==> config.mk <==
export PLATFORM = sky130hd
export DESIGN_NAME = fault_event_adc_ctrl
export DESIGN_NICKNAME = d
export VERILOG_FILES = /design/src/fault_event_pkg.sv /design/src/fault_event_adc_ctrl.sv
export SDC_FILE = /design/constraint.sdc
export NUM_CORES = 1
export LEC_CHECK = 0
export ABC_AREA = 1
export ABC_CLOCK_PERIOD_IN_PS = 2200
export BUFFER_PORTS_ARGS = -buffer_cell sky130_fd_sc_hd__buf_2
export CAP_MARGIN = 20
export CORE_MARGIN = 8
export CORE_UTILIZATION = 38
export CTS_CLUSTER_DIAMETER = 60
export DETAILED_ROUTE_END_ITERATION = 6
export HOLD_SLACK_MARGIN = 0.08
export PLACE_DENSITY_LB_ADDON = 0.08
export SYNTH_ARGS = -nofsm -noshare
export SYNTH_HDL_FRONTEND = slang
export SYNTH_SLANG_ARGS = --single-unit
export TNS_END_PERCENT = 10
==> constraint.sdc <==
create_clock -name sys_clk -period 2.2 [get_ports sys_clk]
set_input_delay 0.11 -clock sys_clk [delete_from_list [all_inputs] [get_ports sys_clk]]
set_output_delay 0.11 -clock sys_clk [all_outputs]
set_load 0.03 [all_outputs]
==> src/fault_event_pkg.sv <==
// package: offsets, field layouts, reset values and carriers of the fault/converter block
package fault_event_pkg;

  // register offsets on the serial register port
  localparam logic [7:0] FAULT_CONDITION_LIVE_OFS = 8'h10;
  localparam logic [7:0] FAULT_EVENT_LATCH_OFS = 8'h11;
  localparam logic [7:0] FAULT_EVENT_MASK_OFS = 8'h12;
  localparam logic [7:0] PART_IDENTIFICATION_OFS = 8'h13;
  localparam logic [7:0] CONVERTER_CONTROL_OFS = 8'h14;
  localparam logic [7:0] CONVERTER_CHANNEL_DISABLE_OFS = 8'h15;

  // converter control field positions
  localparam int CTRL_ENABLE_BIT = 7;
  localparam int CTRL_ONE_SHOT_BIT = 6;
  localparam int CTRL_BUS_CURRENT_OFF_BIT = 0;

  // values after reset
  localparam logic [7:0] ZERO_BYTE = 8'h00;
  localparam logic [7:0] CHANNEL_OFF_SECONDARY = 8'hf8; // bus v, input v, out v, bat v, bat i
  localparam logic [7:0] CHANNEL_OFF_PRIMARY = 8'h06; // both thermistor channels
  localparam logic [7:0] CHANNEL_OFF_STANDALONE = 8'h00;

  // role of this unit in a paired charger
  typedef enum logic [1:0] {
    ROLE_STANDALONE = 2'h0,
    ROLE_PRIMARY = 2'h1,
    ROLE_SECONDARY = 2'h3
  } unit_role_e;

  // raw comparator levels from the analogue side
  typedef struct packed {
    logic battery_overvoltage;
    logic battery_overcurrent;
    logic bus_overvoltage;
    logic bus_overcurrent;
    logic bus_thermistor_near_overtemp; // within 5% of its threshold
    logic battery_thermistor_near_overtemp; // within 5% of its threshold
    logic battery_thermistor_overtemp;
    logic bus_thermistor_overtemp;
    logic die_overtemp_alarm;
  } fault_sense_s;

  // one register access from the serial front end
  typedef struct packed {
    logic rd;
    logic wr;
    logic [7:0] addr;
    logic [7:0] wdata;
  } reg_req_s;

  // settings driven into the measurement converter
  typedef struct packed {
    logic enable;
    logic one_shot;
    logic bus_current_channel_off;
    logic [7:0] channel_off; // 7 bus v .. 0 die temp
    logic start; // one-cycle pulse, one-shot request
  } conv_ctrl_s;

endpackage : fault_event_pkg

==> src/fault_event_adc_ctrl.sv <==
// fault status/flag/mask registers, identification and converter control
//
// Behaviour
// - live fault bits 7..4 follow their conditions
// - bit 3 set when either thermistor near
// - bits 2,1 follow thermistor over-temperature
// - bit 0 follows die over-temperature alarm
// - flags latch events, clear on read
// - unmasked set flag raises interrupt request
// - mask read/write, register reset clears
// - identification read-only, revision and part code
// - converter enable, cleared by all three resets
// - one-shot select, kept through watchdog reset
// - bus-current channel off, kept through watchdog
// - channel-disable register, one bit per channel
// - secondary unit defaults six channels off
// - primary unit defaults thermistor channels off
// - status and flags read-only, reset-proof, zero
// - done drops on request, rises finishing
`timescale 1ns/1ps

module fault_event_adc_ctrl #(
  parameter logic [3:0] DEVICE_REVISION = 4'h5, // arbitrary value
  parameter logic [3:0] PART_CODE = 4'h3 // arbitrary value
) (
  input wire logic sys_clk,
  input wire logic reset,
  input wire fault_event_pkg::fault_sense_s sense,
  input wire fault_event_pkg::unit_role_e unit_role,
  input wire logic watchdog_triggered_reset,
  input wire logic register_reset,
  input wire fault_event_pkg::reg_req_s req,
  input wire logic conversion_finished,
  output logic [7:0] rdata,
  output logic rvalid,
  output fault_event_pkg::conv_ctrl_s conv,
  output logic conversion_done,
  output logic interrupt_n
);

  ////////////////////////////////////////////////////////////////////////////
  // decode helpers

  // address match, used by every read and write path
  function automatic logic hit(input logic [7:0] addr, input logic [7:0] ofs);
    hit = (addr == ofs);
  endfunction : hit

  // channel-disable default for a given role
  function automatic logic [7:0] chan_default(input fault_event_pkg::unit_role_e role);
    chan_default = (role == fault_event_pkg::ROLE_SECONDARY) ?
                   fault_event_pkg::CHANNEL_OFF_SECONDARY :
                   (role == fault_event_pkg::ROLE_PRIMARY) ?
                   fault_event_pkg::CHANNEL_OFF_PRIMARY :
                   fault_event_pkg::CHANNEL_OFF_STANDALONE;
  endfunction : chan_default

  ////////////////////////////////////////////////////////////////////////////
  // state

  logic [7:0] live_q; // live fault conditions
  logic [7:0] flag_q; // latched fault events
  logic [7:0] mask_q; // interrupt masks
  logic enable_q; // converter enable
  logic one_shot_q; // 1: one-shot, 0: continuous
  logic ibus_off_q; // bus-current channel off
  logic [7:0] chan_off_q; // per-channel off bits
  logic start_q; // one-shot request pulse
  logic done_q; // conversion-done status
  logic irq_q; // interrupt request, active high
  logic [7:0] rdata_q; // read data holding register
  logic rvalid_q; // read answer strobe
  fault_event_pkg::unit_role_e role_q; // role caught while reset is high

  ////////////////////////////////////////////////////////////////////////////
  // combinational decode

  wire [7:0] live_d; // next live status
  wire [7:0] set_vec; // new events this cycle
  wire [7:0] flag_d; // next flag value
  wire wr_mask; // write to mask
  wire wr_ctrl; // write to converter control
  wire wr_chan; // write to channel disable
  wire rd_flag; // read of the flag register clears it
  wire soft_clear; // register reset request
  wire [7:0] ctrl_view; // converter control as read back
  wire [7:0] id_view; // identification byte
  wire [7:0] rd_mux; // selected read data
  wire start_d; // one-shot request in this write
  wire [7:0] mask_d; // next mask value, shared with the interrupt path
  wire to_continuous; // this edge leaves one-shot mode

  // live bits are registered copies of the comparators, bit 3 the OR of both near alarms
  assign live_d = {sense.battery_overvoltage, sense.battery_overcurrent,
                   sense.bus_overvoltage, sense.bus_overcurrent,
                   sense.bus_thermistor_near_overtemp |
                   sense.battery_thermistor_near_overtemp,
                   sense.battery_thermistor_overtemp,
                   sense.bus_thermistor_overtemp,
                   sense.die_overtemp_alarm};

  // an event is a condition that was absent and is now present
  assign set_vec = live_d & ~live_q;

  // set wins over the read clear, so a same-cycle event is never lost
  assign rd_flag = req.rd & hit(req.addr, fault_event_pkg::FAULT_EVENT_LATCH_OFS);
  assign flag_d = (flag_q & ~{8{rd_flag}}) | set_vec;

  // writes only decode for the three writable registers
  assign wr_mask = req.wr & hit(req.addr, fault_event_pkg::FAULT_EVENT_MASK_OFS);
  assign wr_ctrl = req.wr & hit(req.addr, fault_event_pkg::CONVERTER_CONTROL_OFS);
  assign wr_chan = req.wr & hit(req.addr, fault_event_pkg::CONVERTER_CHANNEL_DISABLE_OFS);
  assign soft_clear = register_reset;

  // the interrupt must see the same mask the register will hold, or a
  // register reset would leave the request one cycle behind the flags
  assign mask_d = soft_clear ? fault_event_pkg::ZERO_BYTE :
                  wr_mask ? req.wdata : mask_q;

  // done must already read 0 on the edge that makes the mode continuous
  assign to_continuous = soft_clear |
                         (wr_ctrl & ~req.wdata[fault_event_pkg::CTRL_ONE_SHOT_BIT]);

  // a one-shot request is an enabling write in one-shot mode
  assign start_d = wr_ctrl & req.wdata[fault_event_pkg::CTRL_ENABLE_BIT] &
                   req.wdata[fault_event_pkg::CTRL_ONE_SHOT_BIT];

  // reserved bits 5:1 read back as zero
  assign ctrl_view = {enable_q, one_shot_q, 5'h0_0, ibus_off_q};
  assign id_view = {DEVICE_REVISION, PART_CODE};

  // read mux; unmapped offsets read as zero
  assign rd_mux =
    hit(req.addr, fault_event_pkg::FAULT_CONDITION_LIVE_OFS) ? live_q :
    hit(req.addr, fault_event_pkg::FAULT_EVENT_LATCH_OFS) ? flag_q :
    hit(req.addr, fault_event_pkg::FAULT_EVENT_MASK_OFS) ? mask_q :
    hit(req.addr, fault_event_pkg::PART_IDENTIFICATION_OFS) ? id_view :
    hit(req.addr, fault_event_pkg::CONVERTER_CONTROL_OFS) ? ctrl_view :
    hit(req.addr, fault_event_pkg::CONVERTER_CHANNEL_DISABLE_OFS) ? chan_off_q :
    fault_event_pkg::ZERO_BYTE;

  ////////////////////////////////////////////////////////////////////////////
  // status and flags: only power reset touches them

  // watchdog and register resets deliberately do not reach here
  always_ff @(posedge sys_clk) begin
    if (reset) begin
      live_q <= fault_event_pkg::ZERO_BYTE;
      flag_q <= fault_event_pkg::ZERO_BYTE;
    end else begin
      live_q <= live_d;
      flag_q <= flag_d;
    end
  end

  // role strap caught while reset is held, used for later register resets
  always_ff @(posedge sys_clk) begin
    if (reset) begin
      role_q <= unit_role;
    end
  end

  ////////////////////////////////////////////////////////////////////////////
  // mask register

  // watchdog reset leaves masks alone
  always_ff @(posedge sys_clk) begin
    if (reset || soft_clear) begin
      mask_q <= fault_event_pkg::ZERO_BYTE;
    end else if (wr_mask) begin
      mask_q <= req.wdata;
    end
  end

  ////////////////////////////////////////////////////////////////////////////
  // converter control

  // enable is cleared by every reset; the rest survive the watchdog
  always_ff @(posedge sys_clk) begin
    if (reset || soft_clear || watchdog_triggered_reset) begin
      enable_q <= 1'b0;
    end else if (wr_ctrl) begin
      enable_q <= req.wdata[fault_event_pkg::CTRL_ENABLE_BIT];
    end
  end

  // power reset uses the live strap, register reset the caught one
  always_ff @(posedge sys_clk) begin
    if (reset) begin
      one_shot_q <= 1'b0;
      ibus_off_q <= (unit_role == fault_event_pkg::ROLE_SECONDARY);
      chan_off_q <= chan_default(unit_role);
    end else if (soft_clear) begin
      one_shot_q <= 1'b0;
      ibus_off_q <= (role_q == fault_event_pkg::ROLE_SECONDARY);
      chan_off_q <= chan_default(role_q);
    end else begin
      if (wr_ctrl) begin
        one_shot_q <= req.wdata[fault_event_pkg::CTRL_ONE_SHOT_BIT];
        ibus_off_q <= req.wdata[fault_event_pkg::CTRL_BUS_CURRENT_OFF_BIT];
      end
      if (wr_chan) begin
        chan_off_q <= req.wdata;
      end
    end
  end

  ////////////////////////////////////////////////////////////////////////////
  // one-shot conversion tracking

  // done is a status bit, so only power reset clears it outright
  always_ff @(posedge sys_clk) begin
    if (reset) begin
      start_q <= 1'b0;
      done_q <= 1'b0;
    end else begin
      start_q <= start_d;
      if (start_d) begin
        done_q <= 1'b0;
      end else if (!one_shot_q || to_continuous) begin
        done_q <= 1'b0;
      end else if (conversion_finished && enable_q) begin
        done_q <= 1'b1;
      end
    end
  end

  ////////////////////////////////////////////////////////////////////////////
  // interrupt and read answer

  // request follows the next flag and mask state, so it stays up until a read clears or a mask write hides the flags
  always_ff @(posedge sys_clk) begin
    if (reset) begin
      irq_q <= 1'b0;
      rdata_q <= fault_event_pkg::ZERO_BYTE;
      rvalid_q <= 1'b0;
    end else begin
      irq_q <= |(flag_d & ~mask_d);
      rvalid_q <= req.rd;
      if (req.rd) begin
        rdata_q <= rd_mux;
      end
    end
  end

  // outputs
  assign rdata = rdata_q;
  assign rvalid = rvalid_q;
  assign interrupt_n = ~irq_q;
  assign conversion_done = done_q;
  assign conv.enable = enable_q;
  assign conv.one_shot = one_shot_q;
  assign conv.bus_current_channel_off = ibus_off_q;
  assign conv.channel_off = chan_off_q;
  assign conv.start = start_q;
endmodule : fault_event_adc_ctrl

==> impl_metrics.csv <==
group,metric,value,unit
cells_and_area,n_antenna_cell,0,
floorplan,floorplan.die.width,94.5,um
timing,finalSetupTns,0,ns
cells_and_area,most-common-layout-cells,"sky130_fd_sc_hd__nand2_1, sky130_fd_sc_hd__buf_2, sky130_fd_sc_hd__inv_1",
clock_tree,cts_tree,"yes",
floorplan,ios,57,
timing,setup_viol_count_final,0,
place,place_inst,430,
route,post_drt_via_cell_ratio,4.76,
timing,grt_setup_unrepaired,"false",
critical_path,cp.required,2.25,ns
floorplan,placement_rows,28,
timing,min_period,1.51,ns
route,route.final.wire_length,6.22,mm
route,ant_nets,0,
timing,timing.fmax,0.661,GHz
critical_path,cp-start-kind,"primary input",
power,static-leakage-power,0.00141,uW
synthesis,synth_flop_cell,"sky130_fd_sc_hd__dfxtp_1",
synthesis,synth_seq_cells,49,
floorplan,die_height,94.5,um
synthesis,synth_fp_nets,344,
power,pwr_density_cell,644,mW/mm^2
critical_path,endpoint_kind,"flip-flop",
timing,max-slew-margin-rel,67.5,%
timing,timing.hold.ws,0.0885,ns
synthesis,synth_warnings,0,
global_route,grt_max_degree,36,
floorplan,floorplan.die_area,0.00894,mm^2
critical_path,setup.worst_path.class,"in2reg",
cells_and_area,final_core_util,48.4,%
timing,timing_worst_slew_pin_value,0.485,ns
min_path,worstHoldPathType,"in2reg",
timing,fin_skew,0.00702,ns
timing,report.final.slew_viol_count,0,
clock_tree,post_cts.resized_instances,0,
clock_tree,max-clock-path-buffers,2,
critical_path,r2r_cells,4,
global_route,grt_use_total,14.7,%
cells_and_area,layout.cells.non_filler,451,
timing,fin_crit_sh,68.8,%
timing,finalHoldViolCount,0,
clock_tree,htreeDepth,2,
outcome,status,"finished clean",
critical_path,critical_path.max_fanout,35,
synthesis,portion_of_the_post_synthesis_area_used_by_sequential_elements,46.6,%
cells_and_area,areaGrowthSynthToFinish,23.1,%
cells_and_area,mostFrequentLayoutCell,"sky130_fd_sc_hd__nand2_1",
cells_and_area,final_net_count,409,
synthesis,syn_area_cell,7.56,um^2
route,routedWlPerCell,13.8,um
clock_tree,clock_input_transition_at_the_sequential_cells_of_the_worst_setup_and_hold_paths,0.09,ns
place,io_buffers,56,
clock_tree,clockRootBuffer,"sky130_fd_sc_hd__clkbuf_8",
synthesis,synth_cell_types,28,
synthesis,post_synth_edffs,11,
place,gp_routability_congestion,0.792,
synthesis,syn_area,0.00234,mm^2
synthesis,postSynth.asyncResetShare,0,%
route,num_vias,2146,
min_path,min_delay_path_depth,3,
clock_tree,numCtsBuffers,5,
clock_tree,worstSkewPairLatency,0.30,ns
global_route,wire_length_of_the_first_global_routing_pass,10.3,mm
route,drt_pre_antenna_iters,4,
run,max_cap_violations,0,
clock_tree,cts.sink_count,49,
global_route,grt_overflow_total,0,
route,detailedRoute.firstIterationViolations,124,
floorplan,initial_utilization,39.3,%
synthesis,netlist_instances,310,
floorplan,coreArea,0.00596,mm^2
route,drc,0,
cells_and_area,post_route_cells_drive_above_1_share,22.1,%
global_route,antenna_found_initial,0,
power,vdd_ir_drop_max,406,uV
critical_path,cp.arrival,1.57,ns
place,dp_hpwl,4.61,mm
global_route,first_global_vias,2168,
[worst paths after layout]
path / startpoint / endpoint / slack [ns]
min: req[7] / enable_q / 0.09
min reg2reg: rdata[5] / rdata[5] / 0.47
max: reset / chan_off_q[2] / 0.69
max reg2reg: role_q[1] / chan_off_q[6] / 0.85
[per-stage QoR]
| stage | setup slack (ns) | area, um^2 | power [uW] |
|---|---|---|---|
| finish | 0.686 | 2880 | 1860 |
| global route | 0.532 | 2880 | 1940 |
| CTS | 0.683 | 2880 | 1870 |
| detailed placement | 0.562 | 2640 | 1240 |
| global placement | 0.600 | 2640 | 1240 |
| floorplan | 0.953 | 2340 | 1150 |
[worst max-delay path, stage by stage]
cell and delay, ns:
sky130_fd_sc_hd__dlygate4sd3_1 0.53, sky130_fd_sc_hd__buf_2 0.16, sky130_fd_sc_hd__buf_4 0.38, sky130_fd_sc_hd__nor3_1 0.09
sky130_fd_sc_hd__a31oi_1 0.19, sky130_fd_sc_hd__o21ai_0 0.11
[routing by layer]
metal | vias up | wire length (um) | part of all wire [%] | global-route usage [%]
li1 | 1123 | - | - | -
met1 | 964 | 2990 | 48 | 19.2
met2 | 49 | 2770 | 44 | 22.9
met3 | 10 | 360 | 5.8 | 3.65
met4 | 0 | 101 | 1.6 | 4.94
met5 | - | 0 | 0 | 0
[where the power goes]
part / internal (uW) / switching, uW
registers: 966 / 21.0
logic: 84.6 / 161
clock network: 325 / 301
[layout make-up]
cell class / instances / area [um^2]
multi-input combinational: 198 / 978
tap: 75 / 93.8
sequential: 49 / 1090
clock buffer: 8 / 111
fill: 639 / 3070
inverter: 51 / 191
timing repair buffer: 70 / 418
[synthesized netlist by cell type, types with 4 or more instances]
cell type / count / area share, %
sky130_fd_sc_hd__buf_4: 4 / 1.3
sky130_fd_sc_hd__nand3_1: 23 / 4.9
sky130_fd_sc_hd__nand2_1: 63 / 10
sky130_fd_sc_hd__nand2_2: 5 / 1.3
sky130_fd_sc_hd__a21oi_1: 17 / 3.6
sky130_fd_sc_hd__inv_1: 48 / 7.7
sky130_fd_sc_hd__clkbuf_1: 6 / 0.96
sky130_fd_sc_hd__o21ai_0: 14 / 3.0
sky130_fd_sc_hd__nor2_1: 41 / 6.6
sky130_fd_sc_hd__edfxtp_1: 11 / 14
sky130_fd_sc_hd__o21ai_1: 5 / 1.1
sky130_fd_sc_hd__nand4_1: 8 / 2.1
sky130_fd_sc_hd__dfxtp_1: 38 / 32
[flip-flops by register name (all words and copies together) (netlist names)]
register,count
live_q,8
rvalid,1
flag_q,8
conversion_done,1
irq_q,1
enable_q,1
role_q,2
chan_off_q,8
start_q,1
mask_q,8
ibus_off_q,1
one_shot_q,1
rdata,8
[cell families after synthesis]
group / after synthesis / share of synthesized area (%)
flip-flops: 49 / 46.6
buffers and inverters: 63 / 11.7
AO/OA/AOI/OAI: 47 / 11.4
AND/OR/NAND/NOR: 151 / 30.3
[repair_timing]
action,4_1_cts,5_1_grt
endpoints found under the setup margin,0,0
endpoints found under the hold margin,13,0
buffers inserted,0,0
hold buffers,13,0
No activity file was read; power rests on OpenSTA's default activity.
